### config.mk
export PLATFORM = sky130hd
export DESIGN_NAME = link_power_state_ctrl
export DESIGN_NICKNAME = d
export VERILOG_FILES = /design/src/hdl/lpsc_pkg.sv /design/src/hdl/lpsc_debounce.sv /design/src/hdl/link_power_state_ctrl.sv
export VERILOG_INCLUDE_DIRS = /design/src /design/src/hdl
export SDC_FILE = /design/constraint.sdc
export NUM_CORES = 1
export LEC_CHECK = 0
export BUFFER_PORTS_ARGS = -buffer_cell sky130_fd_sc_hd__buf_2
export CORE_UTILIZATION = 35
export CTS_CLUSTER_DIAMETER = 60
export DETAILED_ROUTE_END_ITERATION = 8
export PLACE_DENSITY = 0.61
export SYNTH_ARGS = -nofsm -noshare
export SYNTH_HDL_FRONTEND = slang
export SYNTH_SLANG_ARGS = --single-unit
### constraint.sdc
create_clock -name sys_clk_in -period 7.8 [get_ports sys_clk_in]
set_input_delay 1.56 -clock sys_clk_in [delete_from_list [all_inputs] [get_ports sys_clk_in]]
set_output_delay 1.56 -clock sys_clk_in [all_outputs]
set_load 0.02 [all_outputs]
### src/hdl/lpsc_map.svh
// Constants for the link power state controller: timing, thresholds and codes.
`ifndef LPSC_MAP_SVH
`define LPSC_MAP_SVH

`define LPSC_CLK_MHZ 50
`define LPSC_HPD_DB_MS 2
`define LPSC_HPD_DB_CYC ((`LPSC_HPD_DB_MS * `LPSC_CLK_MHZ * 1000))
`define LPSC_HPD_PROP_MAX_US 100
`define LPSC_STANDBY_ENTRY_MAX_US 300
`define LPSC_STANDBY_EXIT_MAX_US 200
`define LPSC_SIG_GLITCH_NS 25000
`define LPSC_SIG_DB_CYC (((`LPSC_SIG_GLITCH_NS * `LPSC_CLK_MHZ) + 999) / 1000 + 1)
`define LPSC_IDLE_GAP_NS 50
`define LPSC_IDLE_DB_CYC (((`LPSC_IDLE_GAP_NS * `LPSC_CLK_MHZ) + 999) / 1000 + 1)

`define LPSC_TERM_OPEN_MAX_MHZ 165
`define LPSC_TERM_300_MIN_MHZ 250
`define LPSC_LINK_CLK_DIV 64
`define LPSC_FREQ_WIN_CYC 1024
`define LPSC_OPEN_MAX_EDGES \
  ((`LPSC_TERM_OPEN_MAX_MHZ * `LPSC_FREQ_WIN_CYC + \
    `LPSC_LINK_CLK_DIV * `LPSC_CLK_MHZ - 1) / (`LPSC_LINK_CLK_DIV * `LPSC_CLK_MHZ))
`define LPSC_TERM300_MIN_EDGES \
  ((`LPSC_TERM_300_MIN_MHZ * `LPSC_FREQ_WIN_CYC) / (`LPSC_LINK_CLK_DIV * `LPSC_CLK_MHZ))

`define LPSC_TERM_AUTO_SEL 2'h0
`define LPSC_TERM_FIELD_AUTO 2'h2

`endif

### src/hdl/lpsc_pkg.sv
// Types shared by the link power state controller.
package lpsc_pkg;

  typedef enum logic [2:0] {
    LPSC_POWERDOWN = 3'b001,
    LPSC_STANDBY = 3'b010,
    LPSC_ACTIVE = 3'b100
  } lpsc_state_t;

  typedef enum logic [1:0] {
    LPSC_TERM_OPEN = 2'h0,
    LPSC_TERM_300 = 2'h1,
    LPSC_TERM_100 = 2'h2
  } lpsc_term_t;

endpackage : lpsc_pkg

### src/hdl/lpsc_debounce.sv
// Level debouncer that restarts its timer whenever the input changes.
module lpsc_debounce #(
  parameter int CNT_W = 17,
  parameter logic [CNT_W-1:0] DB_CYC = 17'd100000,
  parameter logic RESET_LEVEL = 1'b0
) (
  input wire logic sys_clk_in,
  input wire logic rstn_in,
  input wire logic level_in,
  output logic stable_out
);

  logic last;
  logic [CNT_W-1:0] count;

  always_ff @(posedge sys_clk_in or negedge rstn_in) begin
    if (!rstn_in) begin
      last <= RESET_LEVEL;
    end else begin
      last <= level_in;
    end
  end

  // The timer starts over on every edge of the input.
  always_ff @(posedge sys_clk_in or negedge rstn_in) begin
    if (!rstn_in) begin
      count <= '0;
    end else if (level_in != last) begin
      count <= '0;
    end else if (count != DB_CYC) begin
      count <= count + 1'b1;
    end
  end

  // The new level is taken only once it has held for the whole interval.
  always_ff @(posedge sys_clk_in or negedge rstn_in) begin
    if (!rstn_in) begin
      stable_out <= RESET_LEVEL;
    end else if (level_in == last && count == DB_CYC - 1'b1) begin
      stable_out <= level_in;
    end
  end

endmodule : lpsc_debounce

### src/hdl/link_power_state_ctrl.sv
// Power state sequencer and automatic termination select for a video link redriver.
`include "lpsc_map.svh"

module link_power_state_ctrl #(
  parameter int HPD_DB_CYC = `LPSC_HPD_DB_CYC,
  parameter int SIG_DB_CYC = `LPSC_SIG_DB_CYC,
  parameter int IDLE_DB_CYC = `LPSC_IDLE_DB_CYC,
  parameter int FREQ_WIN_CYC = `LPSC_FREQ_WIN_CYC
) (
  input wire logic sys_clk_in,
  input wire logic rstn_in,
  input wire logic por_done_in,
  input wire logic enable_in,
  input wire logic hot_plug_sense_in,
  input wire logic sig_detect_in,
  input wire logic link_clk_div_in,
  input wire logic legacy_rate_mode_in,
  input wire logic [1:0] legacy_rate_term_auto_in,
  input wire logic [1:0] term_field_in,
  input wire logic tx_dc_coupled_in,
  output logic hot_plug_sense_out,
  output lpsc_pkg::lpsc_state_t power_state_out,
  output logic powerdown_out,
  output logic standby_out,
  output logic active_out,
  output lpsc_pkg::lpsc_term_t tx_term_sel_out
);

  import lpsc_pkg::*;

  localparam int HPD_W = $clog2(HPD_DB_CYC + 1);
  localparam int SIG_W = $clog2(SIG_DB_CYC + 1);
  localparam int IDLE_W = $clog2(IDLE_DB_CYC + 1);
  localparam int WIN_W = $clog2(FREQ_WIN_CYC + 1);
  localparam logic [WIN_W-1:0] OPEN_MAX_EDGES = WIN_W'(`LPSC_OPEN_MAX_EDGES);
  localparam logic [WIN_W-1:0] TERM300_MIN_EDGES = WIN_W'(`LPSC_TERM300_MIN_EDGES);

  //////////////////////////////////////////////////////////////////////////////
  // Reset.

  logic int_rstn;

  // Logic is held in reset while power-on reset or enable is low.
  assign int_rstn = rstn_in & por_done_in & enable_in;

  //////////////////////////////////////////////////////////////////////////////
  // Debounce of hot-plug sense and of the signal detector.

  logic hpd_stable;
  logic sig_stable;
  logic idle_stable;
  logic sig_db_rstn;

  // Hot-plug sense must hold its new level for the whole interval.
  lpsc_debounce #(
    .CNT_W(HPD_W),
    .DB_CYC(HPD_W'(HPD_DB_CYC)),
    .RESET_LEVEL(1'b0)
  ) u_hpd_db (
    .sys_clk_in(sys_clk_in),
    .rstn_in(int_rstn),
    .level_in(hot_plug_sense_in),
    .stable_out(hpd_stable)
  );

  // The signal timer starts afresh after every spell of idle.
  assign sig_db_rstn = int_rstn & ~idle_stable;

  // Signal must persist beyond the longest rejected glitch.
  lpsc_debounce #(
    .CNT_W(SIG_W),
    .DB_CYC(SIG_W'(SIG_DB_CYC)),
    .RESET_LEVEL(1'b0)
  ) u_sig_db (
    .sys_clk_in(sys_clk_in),
    .rstn_in(sig_db_rstn),
    .level_in(sig_detect_in),
    .stable_out(sig_stable)
  );

  // Idle must persist beyond the longest ignored gap.
  lpsc_debounce #(
    .CNT_W(IDLE_W),
    .DB_CYC(IDLE_W'(IDLE_DB_CYC)),
    .RESET_LEVEL(1'b1)
  ) u_idle_db (
    .sys_clk_in(sys_clk_in),
    .rstn_in(int_rstn),
    .level_in(~sig_detect_in),
    .stable_out(idle_stable)
  );

  //////////////////////////////////////////////////////////////////////////////
  // Hot-plug sense forwarding.

  // The output follows the input one clock later.
  always_ff @(posedge sys_clk_in or negedge int_rstn) begin
    if (!int_rstn) begin
      hot_plug_sense_out <= 1'b0;
    end else begin
      hot_plug_sense_out <= hot_plug_sense_in;
    end
  end

  //////////////////////////////////////////////////////////////////////////////
  // Power state machine.

  lpsc_state_t state;
  lpsc_state_t next_state;

  always_comb begin
    next_state = state;
    case (state)
      LPSC_POWERDOWN: begin
        if (hpd_stable) begin
          next_state = LPSC_STANDBY;
        end else begin
          next_state = LPSC_POWERDOWN;
        end
      end
      LPSC_STANDBY: begin
        if (!hpd_stable) begin
          next_state = LPSC_POWERDOWN;
        end else if (sig_stable && !idle_stable) begin
          next_state = LPSC_ACTIVE;
        end
      end
      LPSC_ACTIVE: begin
        if (!hpd_stable) begin
          next_state = LPSC_POWERDOWN;
        end else if (idle_stable) begin
          next_state = LPSC_STANDBY;
        end
      end
      default: begin
        next_state = LPSC_POWERDOWN;
      end
    endcase
  end

  // Powerdown leads only to standby, so active is reached through standby.
  always_ff @(posedge sys_clk_in or negedge int_rstn) begin
    if (!int_rstn) begin
      state <= LPSC_POWERDOWN;
    end else begin
      state <= next_state;
    end
  end

  // The outputs take the next state, so they change on the same edge as the state.
  always_ff @(posedge sys_clk_in or negedge int_rstn) begin
    if (!int_rstn) begin
      power_state_out <= LPSC_POWERDOWN;
    end else begin
      power_state_out <= next_state;
    end
  end

  always_ff @(posedge sys_clk_in or negedge int_rstn) begin
    if (!int_rstn) begin
      powerdown_out <= 1'b1;
    end else begin
      powerdown_out <= (next_state == LPSC_POWERDOWN);
    end
  end

  always_ff @(posedge sys_clk_in or negedge int_rstn) begin
    if (!int_rstn) begin
      standby_out <= 1'b0;
    end else begin
      standby_out <= (next_state == LPSC_STANDBY);
    end
  end

  always_ff @(posedge sys_clk_in or negedge int_rstn) begin
    if (!int_rstn) begin
      active_out <= 1'b0;
    end else begin
      active_out <= (next_state == LPSC_ACTIVE);
    end
  end

  //////////////////////////////////////////////////////////////////////////////
  // Link clock frequency measurement.

  logic clk_div_last;
  logic [WIN_W-1:0] win_count;
  logic [WIN_W-1:0] edge_count;
  logic win_done;
  logic div_rise;
  logic [WIN_W-1:0] edges_seen;
  logic meas_valid;

  assign win_done = (win_count == WIN_W'(FREQ_WIN_CYC - 1));
  assign div_rise = link_clk_div_in && !clk_div_last;

  always_ff @(posedge sys_clk_in or negedge int_rstn) begin
    if (!int_rstn) begin
      clk_div_last <= 1'b0;
    end else begin
      clk_div_last <= link_clk_div_in;
    end
  end

  // The window restarts whenever the link is powered down.
  always_ff @(posedge sys_clk_in or negedge int_rstn) begin
    if (!int_rstn) begin
      win_count <= '0;
    end else if (win_done || state == LPSC_POWERDOWN) begin
      win_count <= '0;
    end else begin
      win_count <= win_count + 1'b1;
    end
  end

  // Rising edges of the divided link clock are counted over one window.
  always_ff @(posedge sys_clk_in or negedge int_rstn) begin
    if (!int_rstn) begin
      edge_count <= '0;
    end else if (win_done || state == LPSC_POWERDOWN) begin
      edge_count <= '0;
    end else if (div_rise) begin
      edge_count <= edge_count + 1'b1;
    end
  end

  // An edge seen in the last sample of a window still counts for that window.
  always_ff @(posedge sys_clk_in or negedge int_rstn) begin
    if (!int_rstn) begin
      edges_seen <= '0;
    end else if (state == LPSC_POWERDOWN) begin
      edges_seen <= '0;
    end else if (win_done) begin
      edges_seen <= edge_count + WIN_W'(div_rise);
    end
  end

  always_ff @(posedge sys_clk_in or negedge int_rstn) begin
    if (!int_rstn) begin
      meas_valid <= 1'b0;
    end else if (state == LPSC_POWERDOWN) begin
      meas_valid <= 1'b0;
    end else if (win_done) begin
      meas_valid <= 1'b1;
    end
  end

  //////////////////////////////////////////////////////////////////////////////
  // Transmit termination select.

  logic auto_term;
  logic slow_link;
  logic fast_link;
  lpsc_term_t auto_choice;
  lpsc_term_t auto_last;
  lpsc_term_t next_term;

  assign auto_term = legacy_rate_mode_in && tx_dc_coupled_in &&
                     legacy_rate_term_auto_in == `LPSC_TERM_AUTO_SEL &&
                     term_field_in == `LPSC_TERM_FIELD_AUTO;

  // A link clock is slow up to the open limit and fast from the 300 ohm limit.
  assign slow_link = !meas_valid || edges_seen <= OPEN_MAX_EDGES;
  assign fast_link = meas_valid && edges_seen >= TERM300_MIN_EDGES;

  // Between the two thresholds the previous choice is kept.
  always_comb begin
    auto_choice = auto_last;
    if (slow_link) begin
      auto_choice = LPSC_TERM_OPEN;
    end else if (fast_link) begin
      auto_choice = LPSC_TERM_300;
    end
  end

  // The kept choice is never a fixed setting left over from manual use.
  always_ff @(posedge sys_clk_in or negedge int_rstn) begin
    if (!int_rstn) begin
      auto_last <= LPSC_TERM_OPEN;
    end else begin
      auto_last <= auto_choice;
    end
  end

  // Fixed settings apply unless every automatic condition holds.
  always_comb begin
    next_term = LPSC_TERM_OPEN;
    if (auto_term) begin
      next_term = auto_choice;
    end else if (term_field_in == 2'h1) begin
      next_term = LPSC_TERM_300;
    end else if (term_field_in == 2'h3) begin
      next_term = LPSC_TERM_100;
    end
  end

  always_ff @(posedge sys_clk_in or negedge int_rstn) begin
    if (!int_rstn) begin
      tx_term_sel_out <= LPSC_TERM_OPEN;
    end else begin
      tx_term_sel_out <= next_term;
    end
  end

endmodule : link_power_state_ctrl

==> key figures <==
Global route
  • Gr ovfl total: 0
  • First-pass GRT wire length: between 10 and 15 mm
  • Vias in the first global route: ~2800
  • Antenna violations before repair: 0
  • Global Route Usage Sum: 0.145
  • Largest net degree at the start of global routing: 69

Clock network
  • Hold-fix buffers, CTS: 0
  • Skew-Pair Late Insertion Delay: between 0.3 and 0.4 ns
  • Root cell of the clock tree: clkbuf_16
  • Num CTS Buffers: 9
  • Clock sinks: 81
  • Clock buffer depth: 2
  • CTS resizes: 0
  • H-tree depth: 3
  • Worst-path clk slew: ~0.060 ns
  • CTS tree: done
  • Setup Buffers After CTS: 0

Pwr
  • Leakage: 1.87 nW
  • Cell area power density: 212 mW/mm^2
  • Max VDD drop: around 0.14 mV

Synth
  • Leading area contributor after synthesis: dfrtp_1
  • Syn. warnings: 0
  • Async set or reset register ratio after synthesis: 1.00
  • Seq/Total Area, Yosys: 0.507
  • Mapped Area: ~0.004 mm^2
  • Post-synth EDFFs: 0
  • Post-synth cell types: 54
  • Most area-consuming cells after synthesis: dfrtp_1 (48%), xnor2_1 (6.6%), nor2_1 (5.0%)
  • Register bit total from synthesis: 81
  • Syn Area/Cell: about 10 um^2
  • Post-synth net total: 420
  • Synth top area share: 0.480
  • Syn Inst Count: 396
  • Most used DFF post-synth: dfrtp_1

Min path
  • Hold Crit Depth: 1
  • Hold Path End: win_count[0]$_DFF_PN0_
  • Hold Crit Start: win_count[0]$_DFF_PN0_
  • Worst Hold Class: flop to flop

Layout
  • Layout cells sized above 1: 0.125
  • Nets@finish: 443
  • Number of diodes: 0
  • Fill cells: 1079
  • Layout Cells excl Fill: 564
  • Layout area overhead: 13.4%

Place
  • IO Port Bufs: 21
  • Placement Setup Slack: 4.76 ns
  • DP Wirelength: 4.99 mm
  • RePlAce Congestion: 0.819
  • Placed Instances: 548

Timing
  • Final hold violations: 0
  • Final Cycle Share: 0.344
  • Worst slew pin tran: 1.10 ns
  • Setup TNS: 0 ns
  • Slew Viols, Final: 0
  • Hold slack: approximately 0.49 ns
  • Worst slew margin: 0.267
  • Final worst path period need: 2.69 ns
  • Max Clk Rate: 372 MHz
  • Clk_skew: between 0.006 and 0.007 ns
  • RSZ-0062 raised after global routing: no
  • Fin worst setup slack: approximately 5 ns
  • Setup violators final: 0

Setup path
  • Crit path capture type: flop
  • Setup CP Type: primary input to flop
  • Largest stage delay, worst path: 0.29 ns
  • Crit path launch: link_clk_div_in
  • Startpoint Class: primary input
  • Cell mode on critical path: ha_1
  • Worst-path cell chain: buf_2, nor2b_1, ha_1, ha_1, nand3_1, nor2_1, xnor2_1, o2bb2ai_1
  • Data required time of the worst path: 8.01 ns
  • Reg2Reg Depth: 3
  • Reg2Reg Setup Slack: 5.71 ns
  • CP max stage cell: nor2b_1
  • Arrival @ worst endpoint: between 2 and 3 ns
  • Peak fanout along the critical path: 4
  • FF-to-FF Start: power_state_out[0]$_DFF_PN1_
  • Reg2reg end: win_count[4]$_DFF_PN0_

Die
  • Initial Utilization: 0.365
  • Num rows: 38
  • # IOs: 22
  • Core area: about 0.011 mm^2
  • Die area: 0.0119 mm^2
  • Die width: 109 um
  • Die Height: 109 um

Routing
  • WL final: 7.32 mm
  • Vias per cell: 5.02
  • DRT iter0 DRCs: 141
  • Post-DR wirelength/cell: between 10 and 15 um
  • Detail Route Antenna Nets: 0
  • Vias: 2831
  • First-pass DRT Iterations: 4
  • Post-route DRC violation count: 0

Flow run
  • Max-cap violations: 0

Outcome
  • Status: complete, no violations
## cells in the mapped netlist, types with 2 or more instances
library cell / n
nand4_1: 13
xnor2_1: 30
clkbuf_1: 4
nand2_1: 26
xor2_1: 20
nand2b_1: 2
nand3b_1: 2
dfstp_2: 4
nor4_1: 9
dfrtp_1: 77
o211ai_1: 3
a21oi_1: 14
and3_1: 4
and2_1: 5
or3_1: 5
inv_1: 20
ha_1: 11
o2bb2ai_1: 10
o31ai_1: 2
nor3_1: 19
nor2_1: 53
nand3_1: 18
buf_6: 2
buf_2: 2
nor2b_1: 5
o21ai_0: 8
## cell families after synthesis
| group | Yosys count | share of synthesized area |
|---|---|---|
| xor+xnor | 50 | 0.109 |
| mux | 2 | 0.00530 |
| simple gates | 174 | 0.226 |
| buf+inv | 31 | 0.0387 |
| fa+ha+maj | 11 | 0.0343 |
| flops | 81 | 0.507 |
| compound gates | 47 | 0.0795 |
## metrics by stage
step / area [um^2] / total power, W / utilization
final: 4550 / 0.000965 / 0.414
after global placement: 4230 / 0.000518 / 0.385
after CTS: 4550 / 0.000983 / 0.414
after detailed placement: 4230 / 0.000523 / 0.385
after global routing: 4550 / 0.00101 / 0.414
after floorplan: 4010 / 0.000503 / -
## registers in the layout, summed over array words and instances (netlist names)
name                  cells
u_hpd_db.count           17
edge_count               11
u_sig_db.count           11
win_count                11
edges_seen               10
power_state_out           3
u_idle_db.count           3
auto_last                 2
tx_term_sel_out           2
active_out                1
clk_div_last              1
meas_valid                1
powerdown_out             1
standby_out               1
u_hpd_db.last             1
u_hpd_db.stable_out       1
u_idle_db.last            1
u_idle_db.stable_out      1
u_sig_db.last             1
u_sig_db.stable_out       1
## how the worst max path moves through the flow
stage	to	slack [ns]	cells past startpoint
5_1_grt	edges_seen[10]$_DFFE_PN0N_	4.97	8
3_3_place_gp	edges_seen[6]$_DFFE_PN0N_	4.82	8
2_1_floorplan	u_sig_db.count[0]$_DFFE_PN0P_	3.66	2
3_5_place_dp	edges_seen[8]$_DFFE_PN0N_	4.76	8
6_report	edges_seen[8]$_DFFE_PN0N_	5.11	8
4_1_cts	power_state_out[0]	5.09	1
## report_power, final
part | total (W) | internal (W) | switching (W)
sequential | 0.000452 | 0.000436 | 0.0000159
clock | 0.000451 | 0.000288 | 0.000163
combinational | 0.0000622 | 0.0000265 | 0.0000357
## final cells by class
cell class / instances / area, um^2 / area share
clock buffer: 11 / 243 / 0.0534
clock inverter: 5 / 78.8 / 0.0173
tap: 140 / 175 / 0.0385
sequential: 81 / 2030 / 0.447
timing repair buffer: 23 / 120 / 0.0264
multi-input combinational: 284 / 1830 / 0.401
inverter: 20 / 75.1 / 0.0165
## cell usage in the layout, fill, tap and decap left out, drive strengths merged, types with 2 or more instances in the layout
cell and instances:
clkbuf 11, o21ai 8, nor4 10, and2 5, nand3 20, xor2 20
or3 5, xnor2 30, and3 4, bufinv 2, o31ai 2, buf 23
nand2b 2, and4 2, clkinv 3, nor2b 5, dfstp 4, nor2 53
ha 11, o2bb2ai 10, a21oi 14, nand3b 2, o211ai 3, nand2 26
nand4 14, dfrtp 77, nor3 20, inv 20
## metal layers
layer	share of wire	GRT usage	routed length (um)	vias to the layer above
li1	-	-	-	1425
met5	0	0	0	-
met4	0.019	0.0695	142	0
met1	0.48	0.183	3550	1362
met2	0.47	0.226	3410	35
met3	0.030	0.0412	216	9
## critical path, delay by kind of cell
| kind | cells | cell delay, ns |
|---|---|---|
| fa+ha+maj | 2 | 0.44 |
| simple gates | 3 | 0.59 |
| xor+xnor | 1 | 0.14 |
| compound gates | 1 | 0.07 |
| buf+inv | 1 | 0.10 |
No activity file was read; power rests on OpenSTA's default activity.
